## config.mk

```make
export PLATFORM = sky130hd
export DESIGN_NAME = dhife_top
export DESIGN_NICKNAME = d
export VERILOG_FILES = /design/src/hdl/dhife_pkg.sv /design/src/hdl/dhife_pin_if.sv /design/src/hdl/dhife_sync.sv /design/src/hdl/dhife_strobe.sv /design/src/hdl/dhife_top.sv
export SDC_FILE = /design/constraint.sdc
export NUM_CORES = 1
export LEC_CHECK = 0
export BUFFER_PORTS_ARGS = -buffer_cell sky130_fd_sc_hd__buf_2
export CORE_UTILIZATION = 50
export DETAILED_ROUTE_END_ITERATION = 8
export GPL_TIMING_DRIVEN = 0
export PLACE_DENSITY_LB_ADDON = 0.15
export SLEW_MARGIN = 30
export SYNTH_ARGS = -nofsm -noshare
export SYNTH_HDL_FRONTEND = slang
export SYNTH_SLANG_ARGS = --single-unit
```

## constraint.sdc

```tcl
create_clock -name i_clk_sys -period 2.7 [get_ports i_clk_sys]
set_input_delay 0.27 -clock i_clk_sys [delete_from_list [all_inputs] [get_ports i_clk_sys]]
set_output_delay 0.27 -clock i_clk_sys [all_outputs]
set_load 0.005 [all_outputs]
```

## src/hdl/dhife_pkg.sv

```systemverilog
// Shared constants, mode type and strap decode for the host interface front end.
// Assumes straps are presented as {bit2, bit1, bit0}.
package dhife_pkg;

  // ****************************************
  // Widths and bus bit positions
  // ****************************************
  localparam int unsigned BUS_W       = 8;
  localparam int unsigned SYNC_STAGES = 2;
  localparam int unsigned SER_CLK_BIT = 0;
  localparam int unsigned SER_DAT_BIT = 1;
  localparam int unsigned SDA_OUT_BIT = 2;

  localparam logic [BUS_W-1:0] BUS_ZERO = 8'h00;
  localparam logic [BUS_W-1:0] OE_NONE  = 8'h00;
  localparam logic [BUS_W-1:0] OE_ALL   = 8'hff;
  localparam logic [BUS_W-1:0] OE_SDA   = 8'h04;

  // ****************************************
  // Strap codes, written {bit2, bit1, bit0}
  // ****************************************
  localparam logic [2:0] STRAP_I2C  = 3'h2;
  localparam logic [2:0] STRAP_SPI3 = 3'h1;
  localparam logic [2:0] STRAP_SPI4 = 3'h0;
  localparam logic [2:0] STRAP_P68  = 3'h4;
  localparam logic [2:0] STRAP_P80  = 3'h6;

  typedef enum logic [2:0] {
    mode_i2c,
    mode_spi3,
    mode_spi4,
    mode_p68,
    mode_p80,
    mode_bad
  } dhife_mode_t;

  // Straps with no defined protocol fall to mode_bad, which accepts nothing
  function automatic dhife_mode_t decode_mode(input logic [2:0] strap);
    dhife_mode_t m;
    m = mode_bad;
    if (strap == STRAP_I2C) begin
      m = mode_i2c;
    end else if (strap == STRAP_SPI3) begin
      m = mode_spi3;
    end else if (strap == STRAP_SPI4) begin
      m = mode_spi4;
    end else if (strap == STRAP_P68) begin
      m = mode_p68;
    end else if (strap == STRAP_P80) begin
      m = mode_p80;
    end
    return m;
  endfunction

endpackage

```

## src/hdl/dhife_pin_if.sv

```systemverilog
// Synchronised host pins passed from the top to the strobe decoder.
// Assumes every member already crossed into the system clock domain.
interface dhife_pin_if;
  logic                        cs_n;
  logic                        dc;
  logic                        rw;
  logic                        e_rd;
  logic [dhife_pkg::BUS_W-1:0] data;

  modport src (output cs_n, output dc, output rw, output e_rd, output data);
  modport dst (input cs_n, input dc, input rw, input e_rd, input data);
endinterface

```

## src/hdl/dhife_sync.sv

```systemverilog
// Two-flop synchroniser for a group of asynchronous pin levels.
// Assumes the group needs no mutual coherence; each bit crosses alone.
module dhife_sync #(
  parameter int unsigned     W       = 1,
  parameter logic [W-1:0]    RST_VAL = '0
) (
  input  wire logic         i_clk_sys,
  input  wire logic         i_rst_n,
  input  wire logic [W-1:0] i_d,
  output logic      [W-1:0] o_q
);

  logic [W-1:0] meta_r;
  logic [W-1:0] q_r;

  // ****************************************
  // Stages
  // ****************************************
  // First stage feeds only the second stage
  always_ff @(posedge i_clk_sys) begin
    if (!i_rst_n) begin
      meta_r <= RST_VAL;
      q_r    <= RST_VAL;
    end else begin
      meta_r <= i_d;
      q_r    <= meta_r;
    end
  end

  assign o_q = q_r;

endmodule

```

## src/hdl/dhife_strobe.sv

```systemverilog
// Parallel strobe decoder for the 68-style and 80-style host buses.
// Assumes synchronised pins and a mode that is stable outside reset.
module dhife_strobe (
  input  wire logic                        i_clk_sys,
  input  wire logic                        i_rst_n,
  input  wire dhife_pkg::dhife_mode_t      i_mode,
  dhife_pin_if.dst                         pins,
  output logic                             o_wr_pulse,
  output logic [dhife_pkg::BUS_W-1:0]      o_wr_byte,
  output logic                             o_wr_dc,
  output logic                             o_rd_start,
  output logic                             o_rd_end,
  output logic                             o_rd_active,
  output logic                             o_rd_dc
);

  // ****************************************
  // Strobe decode
  // ****************************************
  wire sel      = !pins.cs_n;
  wire is_p68   = (i_mode == dhife_pkg::mode_p68);
  wire is_p80   = (i_mode == dhife_pkg::mode_p80);
  wire e68_act  = is_p68 && sel && pins.e_rd;
  wire wr68     = e68_act && !pins.rw;
  wire rd68     = e68_act && pins.rw;
  wire wr80     = is_p80 && sel && !pins.rw;
  wire rd80     = is_p80 && sel && !pins.e_rd;
  wire wr_act   = wr68 || wr80;
  wire rd_act   = rd68 || rd80;

  logic                        wr_act_r;
  logic                        rd_act_r;
  logic [dhife_pkg::BUS_W-1:0] hold_byte_r;
  logic                        hold_dc_r;
  logic                        wr_pulse_r;
  logic [dhife_pkg::BUS_W-1:0] wr_byte_r;
  logic                        wr_dc_r;
  logic                        rd_dc_r;

  // Trailing edge is seen one cycle late, so the byte held during the strobe is used
  wire wr_end   = wr_act_r && !wr_act;
  wire rd_begin = rd_act && !rd_act_r;

  // ****************************************
  // Capture
  // ****************************************
  always_ff @(posedge i_clk_sys) begin
    if (!i_rst_n) begin
      wr_act_r    <= 1'b0;
      rd_act_r    <= 1'b0;
      hold_byte_r <= dhife_pkg::BUS_ZERO;
      hold_dc_r   <= 1'b0;
      wr_pulse_r  <= 1'b0;
      wr_byte_r   <= dhife_pkg::BUS_ZERO;
      wr_dc_r     <= 1'b0;
      rd_dc_r     <= 1'b0;
    end else begin
      wr_act_r   <= wr_act;
      rd_act_r   <= rd_act;
      wr_pulse_r <= wr_end;
      if (wr_act) begin
        hold_byte_r <= pins.data;
        hold_dc_r   <= pins.dc;
      end
      if (wr_end) begin
        wr_byte_r <= hold_byte_r;
        wr_dc_r   <= hold_dc_r;
      end
      if (rd_begin) begin
        rd_dc_r <= pins.dc;
      end
    end
  end

  assign o_wr_pulse  = wr_pulse_r;
  assign o_wr_byte   = wr_byte_r;
  assign o_wr_dc     = wr_dc_r;
  assign o_rd_start  = rd_begin;
  assign o_rd_end    = rd_act_r && !rd_act;
  assign o_rd_active = rd_act;
  assign o_rd_dc     = rd_begin ? pins.dc : rd_dc_r;

endmodule

```

## src/hdl/dhife_top.sv

```systemverilog
// Host interface front end: protocol straps, chip init, parallel routing, serial and I2C pin mapping.
// Assumes all host pins are asynchronous to i_clk_sys and the serial engines sit downstream.
module dhife_top (
  input  wire logic                        i_clk_sys,
  input  wire logic                        i_rst_n,
  input  wire logic                        i_init_reset_n,
  input  wire logic                        i_proto_sel_bit0,
  input  wire logic                        i_proto_sel_bit1,
  input  wire logic                        i_proto_sel_bit2,
  input  wire logic                        i_cs_n,
  input  wire logic                        i_dc,
  input  wire logic                        i_rw,
  input  wire logic                        i_e_rd,
  input  wire logic [dhife_pkg::BUS_W-1:0] i_host_data_bus,
  output logic      [dhife_pkg::BUS_W-1:0] o_host_data_bus,
  output logic      [dhife_pkg::BUS_W-1:0] o_host_data_oe,
  input  wire logic [dhife_pkg::BUS_W-1:0] i_rd_data,
  input  wire logic                        i_i2c_sda_low,
  output dhife_pkg::dhife_mode_t           o_mode,
  output logic                             o_mode_bad,
  output logic                             o_chip_init,
  output logic                             o_cmd_valid,
  output logic      [dhife_pkg::BUS_W-1:0] o_cmd_byte,
  output logic                             o_disp_valid,
  output logic      [dhife_pkg::BUS_W-1:0] o_disp_byte,
  output logic                             o_rd_req,
  output logic                             o_rd_is_data,
  output logic                             o_rd_done,
  output logic                             o_ser_sel,
  output logic                             o_ser_clk,
  output logic                             o_serial_data_in,
  output logic                             o_ser_is_data,
  output logic                             o_i2c_scl,
  output logic                             o_i2c_sda_in,
  output logic                             o_slave_addr_lsb
);

  // ****************************************
  // Pin synchronisers
  // ****************************************
  localparam int unsigned CTL_W = 4;
  localparam logic [CTL_W-1:0] CTL_IDLE = 4'hf;
  // Positions of the control pins inside the synchronised group
  localparam int unsigned CTL_CS_BIT = 3;
  localparam int unsigned CTL_DC_BIT = 2;
  localparam int unsigned CTL_RW_BIT = 1;
  localparam int unsigned CTL_E_BIT  = 0;

  logic                        init_n_s;
  logic [2:0]                  strap_s;
  logic [CTL_W-1:0]            ctl_s;
  logic [dhife_pkg::BUS_W-1:0] data_s;

  // The init pin syncs on the system reset alone so it can hold everything else
  dhife_sync #(.W(1), .RST_VAL(1'b0)) u_sync_init (
    .i_clk_sys (i_clk_sys),
    .i_rst_n   (i_rst_n),
    .i_d       (i_init_reset_n),
    .o_q       (init_n_s)
  );

  // Straps must be seen while reset is held, so this synchroniser never resets
  dhife_sync #(.W(3), .RST_VAL(3'h0)) u_sync_strap (
    .i_clk_sys (i_clk_sys),
    .i_rst_n   (1'b1),
    .i_d       ({i_proto_sel_bit2, i_proto_sel_bit1, i_proto_sel_bit0}),
    .o_q       (strap_s)
  );

  // Control pins idle high so no strobe is seen coming out of reset
  dhife_sync #(.W(CTL_W), .RST_VAL(CTL_IDLE)) u_sync_ctl (
    .i_clk_sys (i_clk_sys),
    .i_rst_n   (i_rst_n),
    .i_d       ({i_cs_n, i_dc, i_rw, i_e_rd}),
    .o_q       (ctl_s)
  );

  dhife_sync #(.W(dhife_pkg::BUS_W), .RST_VAL(dhife_pkg::BUS_ZERO)) u_sync_data (
    .i_clk_sys (i_clk_sys),
    .i_rst_n   (i_rst_n),
    .i_d       (i_host_data_bus),
    .o_q       (data_s)
  );

  // ****************************************
  // Chip init and mode
  // ****************************************
  wire run_n = i_rst_n && init_n_s;

  dhife_pkg::dhife_mode_t mode_r;
  wire dhife_pkg::dhife_mode_t strap_mode = dhife_pkg::decode_mode(strap_s);

  // Straps are caught throughout init and frozen once it ends
  always_ff @(posedge i_clk_sys) begin
    if (!run_n) begin
      mode_r <= strap_mode;
    end
  end

  // Both wire counts share one serial path; the engine downstream tells them apart
  function automatic logic mode_is_serial(input dhife_pkg::dhife_mode_t m);
    return (m == dhife_pkg::mode_spi3) || (m == dhife_pkg::mode_spi4);
  endfunction

  wire is_i2c    = (mode_r == dhife_pkg::mode_i2c);
  wire is_serial = mode_is_serial(mode_r);

  // ****************************************
  // Parallel strobes
  // ****************************************
  dhife_pin_if pins ();

  assign pins.cs_n = ctl_s[CTL_CS_BIT];
  assign pins.dc   = ctl_s[CTL_DC_BIT];
  assign pins.rw   = ctl_s[CTL_RW_BIT];
  assign pins.e_rd = ctl_s[CTL_E_BIT];
  assign pins.data = data_s;

  logic                        wr_pulse;
  logic [dhife_pkg::BUS_W-1:0] wr_byte;
  logic                        wr_dc;
  logic                        rd_start;
  logic                        rd_end;
  logic                        rd_active;
  logic                        rd_dc;

  dhife_strobe u_strobe (
    .i_clk_sys   (i_clk_sys),
    .i_rst_n     (run_n),
    .i_mode      (mode_r),
    .pins        (pins),
    .o_wr_pulse  (wr_pulse),
    .o_wr_byte   (wr_byte),
    .o_wr_dc     (wr_dc),
    .o_rd_start  (rd_start),
    .o_rd_end    (rd_end),
    .o_rd_active (rd_active),
    .o_rd_dc     (rd_dc)
  );

  // ****************************************
  // Write routing
  // ****************************************
  logic                        cmd_valid_r;
  logic [dhife_pkg::BUS_W-1:0] cmd_byte_r;
  logic                        disp_valid_r;
  logic [dhife_pkg::BUS_W-1:0] disp_byte_r;

  // Data/command level picks the destination of each finished write
  wire cmd_take  = wr_pulse && !wr_dc;
  wire disp_take = wr_pulse && wr_dc;

  always_ff @(posedge i_clk_sys) begin
    if (!run_n) begin
      cmd_valid_r  <= 1'b0;
      cmd_byte_r   <= dhife_pkg::BUS_ZERO;
      disp_valid_r <= 1'b0;
      disp_byte_r  <= dhife_pkg::BUS_ZERO;
    end else begin
      cmd_valid_r  <= cmd_take;
      disp_valid_r <= disp_take;
      if (cmd_take) begin
        cmd_byte_r <= wr_byte;
      end
      if (disp_take) begin
        disp_byte_r <= wr_byte;
      end
    end
  end

  // ****************************************
  // Read path and bus drive
  // ****************************************
  logic                        rd_req_r;
  logic                        rd_is_data_r;
  logic                        rd_done_r;
  logic [dhife_pkg::BUS_W-1:0] bus_out_r;
  logic [dhife_pkg::BUS_W-1:0] bus_oe_r;

  // I2C acknowledge and read data leave on bit 2 only; the line is pulled low, never driven high
  wire sda_drive = is_i2c && i_i2c_sda_low;

  logic [dhife_pkg::BUS_W-1:0] bus_out_nxt;
  logic [dhife_pkg::BUS_W-1:0] bus_oe_nxt;
  logic                        rd_is_data_nxt;

  // A read owns the whole bus, so the I2C pull only shows when no read runs
  assign bus_out_nxt    = rd_active ? i_rd_data : dhife_pkg::BUS_ZERO;
  assign bus_oe_nxt     = rd_active ? dhife_pkg::OE_ALL :
                          (sda_drive ? dhife_pkg::OE_SDA : dhife_pkg::OE_NONE);
  assign rd_is_data_nxt = rd_start ? rd_dc : rd_is_data_r;

  always_ff @(posedge i_clk_sys) begin
    if (!run_n) begin
      rd_req_r     <= 1'b0;
      rd_is_data_r <= 1'b0;
      rd_done_r    <= 1'b0;
      bus_out_r    <= dhife_pkg::BUS_ZERO;
      bus_oe_r     <= dhife_pkg::OE_NONE;
    end else begin
      rd_req_r     <= rd_start;
      rd_done_r    <= rd_end;
      rd_is_data_r <= rd_is_data_nxt;
      bus_out_r    <= bus_out_nxt;
      bus_oe_r     <= bus_oe_nxt;
    end
  end

  // ****************************************
  // Serial and I2C pin mapping
  // ****************************************
  logic ser_sel_r;
  logic ser_clk_r;
  logic ser_dat_r;
  logic ser_dc_r;
  logic scl_r;
  logic sda_in_r;
  logic sa_lsb_r;

  // Each line shows its pin only in its own mode and idles elsewhere
  wire ser_sel_nxt = is_serial && !pins.cs_n;
  wire ser_clk_nxt = is_serial ? data_s[dhife_pkg::SER_CLK_BIT] : 1'b1;
  wire ser_dat_nxt = is_serial ? data_s[dhife_pkg::SER_DAT_BIT] : 1'b1;
  wire ser_dc_nxt  = is_serial && pins.dc;
  wire scl_nxt     = is_i2c ? data_s[dhife_pkg::SER_CLK_BIT] : 1'b1;
  wire sda_in_nxt  = is_i2c ? data_s[dhife_pkg::SER_DAT_BIT] : 1'b1;
  wire sa_lsb_nxt  = is_i2c && pins.dc;

  // Idle-high defaults keep a downstream engine from seeing a false clock edge
  always_ff @(posedge i_clk_sys) begin
    if (!run_n) begin
      ser_sel_r <= 1'b0;
      ser_clk_r <= 1'b1;
      ser_dat_r <= 1'b1;
      ser_dc_r  <= 1'b0;
      scl_r     <= 1'b1;
      sda_in_r  <= 1'b1;
      sa_lsb_r  <= 1'b0;
    end else begin
      ser_sel_r <= ser_sel_nxt;
      ser_clk_r <= ser_clk_nxt;
      ser_dat_r <= ser_dat_nxt;
      ser_dc_r  <= ser_dc_nxt;
      scl_r     <= scl_nxt;
      sda_in_r  <= sda_in_nxt;
      sa_lsb_r  <= sa_lsb_nxt;
    end
  end

  // ****************************************
  // Outputs
  // ****************************************
  assign o_host_data_bus  = bus_out_r;
  assign o_host_data_oe   = bus_oe_r;
  assign o_mode           = mode_r;
  assign o_mode_bad       = (mode_r == dhife_pkg::mode_bad);
  assign o_chip_init      = !run_n;
  assign o_cmd_valid      = cmd_valid_r;
  assign o_cmd_byte       = cmd_byte_r;
  assign o_disp_valid     = disp_valid_r;
  assign o_disp_byte      = disp_byte_r;
  assign o_rd_req         = rd_req_r;
  assign o_rd_is_data     = rd_is_data_r;
  assign o_rd_done        = rd_done_r;
  assign o_ser_sel        = ser_sel_r;
  assign o_ser_clk        = ser_clk_r;
  assign o_serial_data_in = ser_dat_r;
  assign o_ser_is_data    = ser_dc_r;
  assign o_i2c_scl        = scl_r;
  assign o_i2c_sda_in     = sda_in_r;
  assign o_slave_addr_lsb = sa_lsb_r;

endmodule

```

==> flow_summary.toml, run 1 <==
[outcome]
status = "completed"

[layout]
instances_no_fill = 496
final_cell_mix = "dfxtp_1, buf_2, nand2_1, and2_1, a21oi_1"
final_nets = 441
final_common_cell = "dfxtp_1"
multiInputGateArea_sq_um = 1200
drive_gt1_share_pct = 30.5
antenna_cells = 0
syn_to_final_growth_pct = 21.6
n_fill_cell = 573
seq_area_sq_um = 1890

[grt]
grt_pass1_wl_um = 10400
grt_pass1_vias = 2241
grt_max_degree = 17
grt_overflow = 0
track_usage_pct = 18.8
antenna_found_initial = 0

[floorplanning]
rows = 29
initial_core_util_pct = 52.1
die_w_um = 83.6
pin_count = 76
dieArea_sq_um = 6980
coreArea_sq_um = 6390
die_y_um = 83.6

[synthesis]
synth_area_sq_um = 3330
synthTopCellsByArea = "dfxtp_1, nand2_1, and2_1, buf_4, mux2i_1"
synth_top_area_share_pct = 54.2
ys_types = 41
yosysTopAreaCell = "dfxtp_1"
synth_seq_cells = 93
syn-num-nets = 353
syn_avg_cell_area_sq_um = 10.2
yosysSeqAreaShare_pct = 56.9
syn-instance-count = 326
yosys_warnings = 0

[worst_setup_path]
crit_top_cell = "buf_4"
crit_chain = "buf_4 > and2_1 > buf_4 > inv_4 > buf_4 > buf_2 > buf_2"
max_stage_delay_ns = 0.31
arrival_ns = 1.83
cp-start-kind = "register"
endpoint_kind = "primary output"
cp_slowest_cell = "dfxtp_1"
path_class = "reg2out"
worst_r2r_path_depth = 4
crit_path_max_fanout = 13
crit_required_ns = 2.43

[pwr]
power.density_nw_per_um2 = 627
p_int_mw = 1.99
power_mw = 2.54
p_sw_share_pct = 21.7
vdd_drop_max_mv = 0.401
pwr-share-seq_pct = 56.0
power_frac_comb_pct = 4.3
switching_power_mw = 0.549
cellLeakagePower_nw = 1.66
p_clk_share_pct = 39.7

[drt]
antenna_left = 0
drt-pass1-iter-count = 4
drt-total-wl_um = 6220
num_vias = 2487
drcViolationCount = 0
avgRoutedWirePerCell_um = 12.5
drt_iter0_drc = 167
viasPerCell = 5.01

[cts]
cts.sinks = 93
clkTransAtPathRegs_ns = 0.09
clockBufferDepth = 2
cts_tree = "built"
post_cts_resize_count = 0
clk_latency_ns = 0.36
root_buffer = "clkbuf_8"
cts-htree-levels = 3
cts_made_buffers = 9

[placement]
place_congestion = 0.837
dpl.hpwl_um = 4470
portBuffers = 74
placed_cells = 477
pre_cts_ws_ns = 0.969

[timing]
setup_tns_ns = 0
setup_viol = 0
period_minus_slack_ns = 2.10
setup_ws_ns = 0.602
grt_setup_unrepaired = "no"
fmax_mhz = 477
worstMarginPinSlew_ns = 0.557
slew_headroom_pct = 62.7
hold_viol_final = 0
holdWs_ns = 0.0907
slew_viol_final = 0
fin_skew_ns = 0.00576
fin_crit_sh_pct = 77.7

[worst_hold_path]
hold_class = "in2reg"
hold_path_depth = 2

[job]
maxCapViolations = 0
## layout make-up
cell class / instances / area share (%)
Multi-Input combinational cell: 189 / 29.6
Buffer: 32 / 4.70
Timing Repair Buffer: 77 / 9.89
Tap cell: 77 / 2.38
Inverter: 12 / 1.18
Clock buffer: 9 / 3.06
Sequential cell: 93 / 46.8
Clock inverter: 7 / 2.44
## power by group through the flow
stage | combinational (mW) | clock, mW | sequential, mW
after floorplan | 0.0681 | 0 | 1.45
after global placement | 0.105 | 0 | 1.45
after detailed placement | 0.106 | 0 | 1.45
after CTS | 0.109 | 1.03 | 1.42
after global routing | 0.121 | 1.08 | 1.42
final | 0.109 | 1.01 | 1.42
## cells by family after synthesis
logic type               synth area share [%]
buffers and inverters                    7.15
adder cells (fa/ha/maj)                 0.301
AO/OA/AOI/OAI                            9.21
flip-flops                               56.9
multiplexers                             3.01
AND/OR/NAND/NOR                          23.2
XOR/XNOR                                0.263
## synthesized netlist by cell type
library cell  number
nor3b_2            8
a21oi_1           16
and4b_1            1
and3b_1            1
buf_6              1
inv_1             11
nand4_1            9
a311o_1            9
nor3_2             2
nand2b_1          12
nand2_1           45
buf_4             14
nand3_1            8
clkbuf_1           7
buf_1              2
or2_2              2
edfxtp_1           3
nor4_1             2
a22oi_1            1
clkbuf_2           1
nor3_1            11
o21ai_0            2
and3_1             1
nor3b_1            2
buf_2              7
o32ai_1            9
o211a_1            1
or3b_4             1
nor2b_1            1
and2_1            19
nand4b_1           2
inv_4              1
maj3_1             1
nor2_1             8
a2bb2oi_2          1
a21o_1             1
xnor2_1            1
dfxtp_1           90
a21boi_1           1
nand3b_1           1
mux2i_1           10
## through the flow
stage               cell area (sq um)  util (%)
global placement                 3790      59.4
floorplan                        3330         -
global route                     4050      63.4
detailed placement               3790      59.4
CTS                              4040      63.2
finish                           4050      63.4
## layer usage
layer / global-route usage (%) / wire [um] / vias to the layer above
met2: 31.1 / 3040 / 75
met4: 9.40 / 135 / 0
met1: 22.7 / 2730 / 1122
met3: 4.55 / 314 / 13
met5: 0 / 0 / -
li1: - / - / 1277
## worst max-delay path, delay by kind of cell, from the launching register on
| family | cells | cell delay, ns |
|---|---|---|
| DFF | 1 | 0.31 |
| buffers and inverters | 6 | 1.01 |
| and+or+nand+nor | 1 | 0.14 |
## final timing paths
check | start | endpoint | slack (ns)
max | u_sync_init.o_q | o_chip_init | 0.60
min | i_cs_n | u_sync_ctl.meta_r[3] | 0.09
max reg2reg | o_mode[1] | u_strobe.hold_byte_r[3] | 1.08
min reg2reg | u_sync_strap.meta_r[1] | u_sync_strap.o_q[1] | 0.34
## state kept, by name, indices dropped and copies added, names as in the netlist, 2 cells and up
register / count
u_sync_ctl.o_q: 4
o_cmd_byte: 8
u_sync_data.meta_r: 8
o_mode: 3
o_disp_byte: 8
o_host_data_oe: 2
u_strobe.hold_byte_r: 8
u_sync_ctl.meta_r: 4
o_host_data_bus: 8
u_strobe.o_wr_byte: 8
u_sync_strap.meta_r: 3
u_sync_strap.o_q: 3
u_sync_data.o_q: 8
## repair_timing
action	in CTS	in global routing
setup buffers	0	0
hold buffers	2	1
endpoints found under the hold margin	2	1
Power figures use the tool's default switching activity.
==> run 2, diff against run 1 <==
- CORE_UTILIZATION: 50 -> 48
- clock period: 2.7 -> 1.75 ns (I/O delays scaled with it)
==> run 2 against run 1 <==
Compared with the run above: clock skew is 0.0025 ns higher; sequential share of layout area is 0.54 points lower; wire length is 2.3% higher; highest routed layer unchanged.
==> flow_summary.toml, run 2 (same netlist as run 1, synthesis figures left out) <==
[drt]
top_layer = "met4"
drt-total-wl_um = 6360
drcViolationCount = 0
num_vias = 2536
viasPerCell = 5.07
met3_wirelength_um = 248
drt_iter0_drc = 121
dr_wl_met2_um = 3110
avgRoutedWirePerCell_um = 12.7
antenna_left = 0
met1Wirelength_um = 2880
drt-pass1-iter-count = 4

[worst_setup_path]
cp_slowest_cell = "dfxtp_1"
arrival_ns = 1.49
crit_top_cell = "buf_4"
crit_required_ns = 1.57
worst_r2r_path_depth = 4
crit_path_max_fanout = 11
path_buf_inv = 5
rr_endpoint = "u_strobe.hold_byte_r[6]"
ff2ff_setup_slack_ns = 0.12
r2r-start = "o_mode[1]"
endpoint_kind = "primary output"
path_class = "reg2out"
cp-start-kind = "register"
crit_start = "u_sync_init.o_q"
path_delay_family = "buffers and inverters"
crit_chain = "buf_4 > and2_1 > buf_4 > inv_4 > buf_12 > buf_2"
max_stage_delay_ns = 0.31

[layout]
instances_no_fill = 500
final_common_cell = "dfxtp_1"
final_nets = 445
n_fill_cell = 597
seq_area_sq_um = 1890
syn_to_final_growth_pct = 23.1
drive_gt1_share_pct = 30.0
multiInputGateArea_sq_um = 1200
antenna_cells = 0
final_cell_mix = "dfxtp_1, buf_2, nand2_1, and2_1, a21oi_1"

[timing]
setup_viol = 0
fmax_mhz = 601
period_minus_slack_ns = 1.66
hold_viol_final = 0
slew_headroom_pct = 68.9
worstMarginPinSlew_ns = 0.462
holdWs_ns = 0.0206
setup_tns_ns = 0
fin_crit_sh_pct = 95.0
slew_viol_final = 0
fin_skew_ns = 0.00831

[grt]
grt_max_degree = 23
antenna_found_initial = 0
grt_pass1_vias = 2320
grt_overflow = 0
track_usage_pct = 18.7
grt_pass1_wl_um = 10400

[floorplanning]
pin_count = 76
die_w_um = 85.3
dieArea_sq_um = 7270
coreArea_sq_um = 6530
rows = 29
initial_core_util_pct = 50.9
die_y_um = 85.3

[pwr]
power_frac_comb_pct = 4.9
p_clk_share_pct = 36.5
power.density_nw_per_um2 = 914
cellLeakagePower_nw = 1.68
pwr-share-seq_pct = 58.6
p_int_mw = 2.92
switching_power_mw = 0.823
vdd_drop_max_mv = 0.693
p_sw_share_pct = 22.0

[worst_hold_path]
hp-start = "i_host_data_bus[4]"
min_to = "u_sync_data.meta_r[4]"
hold_class = "in2reg"
hold_path_depth = 2

[cts]
clkTransAtPathRegs_ns = 0.08
cts_tree = "built"
cts.sinks = 93
root_buffer = "clkbuf_8"
clockBufferDepth = 2
cts-htree-levels = 3
cts_made_buffers = 9
clk_latency_ns = 0.36

[placement]
portBuffers = 74
dpl.hpwl_um = 4450
place_congestion = 0.847
placed_cells = 477

[outcome]
status = "completed"

[job]
maxCapViolations = 0
## run 2: stage by stage
step / utilization (%) / instance area (sq um) / total power, mW / setup WS [ns]
after floorplan: - / 3330 / 2.34 / 0.280
after global placement: 58.1 / 3790 / 2.40 / 0.146
after detailed placement: 58.1 / 3790 / 2.41 / 0.137
after CTS: 61.9 / 4040 / 3.78 / 0.00599
after global routing: 62.7 / 4090 / 3.90 / -0.00628
final: 62.7 / 4090 / 3.74 / 0.0870
## run 2: routing by layer
metal  up-vias  track usage, %
met2        67            31.4
li1       1290               -
met1      1168            22.3
met3        11            4.57
met4         0            9.85
met5         -               0
## run 2: how the worst max path moves through the flow
| stage | to | slack [ns] | cells past startpoint |
|---|---|---|---|
| floorplan | u_strobe.o_wr_byte[0] | 0.28 | 5 |
| global placement | o_chip_init | 0.15 | 7 |
| detailed placement | o_chip_init | 0.14 | 7 |
| CTS | o_chip_init | 0.006 | 6 |
| global route | o_chip_init | -0.006 | 6 |
| finish | o_chip_init | 0.09 | 6 |
## run 2: worst reg2reg max path: stages, from the launching register on
cell,delay [ns]
edfxtp_1,0.54
or3b_4,0.47
a21boi_1,0.15
buf_4,0.20
mux2i_1,0.20
## run 2: power groups by stage
stage,combinational (mW),sequential [mW],clock [mW]
floorplan,0.105,2.24,0
global placement,0.163,2.24,0
detailed placement,0.166,2.24,0
CTS,0.177,2.19,1.41
global route,0.200,2.20,1.50
finish,0.183,2.19,1.37
## run 2: what timing repair did
| item | in CTS | in global routing |
|---|---|---|
| resized for setup | 1 | 3 |
| buffers inserted | 0 | 0 |
| endpoints found under the hold margin | 6 | 1 |
| setup endpoints to repair | 1 | 1 |
| hold buffers | 6 | 1 |
| cloned | 0 | 1 |
## run 2: cell type report
cell class | count | share of cell area [%]
timing repair buffer | 82 | 11.4
sequential | 93 | 46.2
multi-input combinational | 189 | 29.4
buffer | 31 | 4.83
tap | 77 | 2.35
clock inverter | 6 | 1.56
inverter | 12 | 1.16
clock buffer | 10 | 3.12
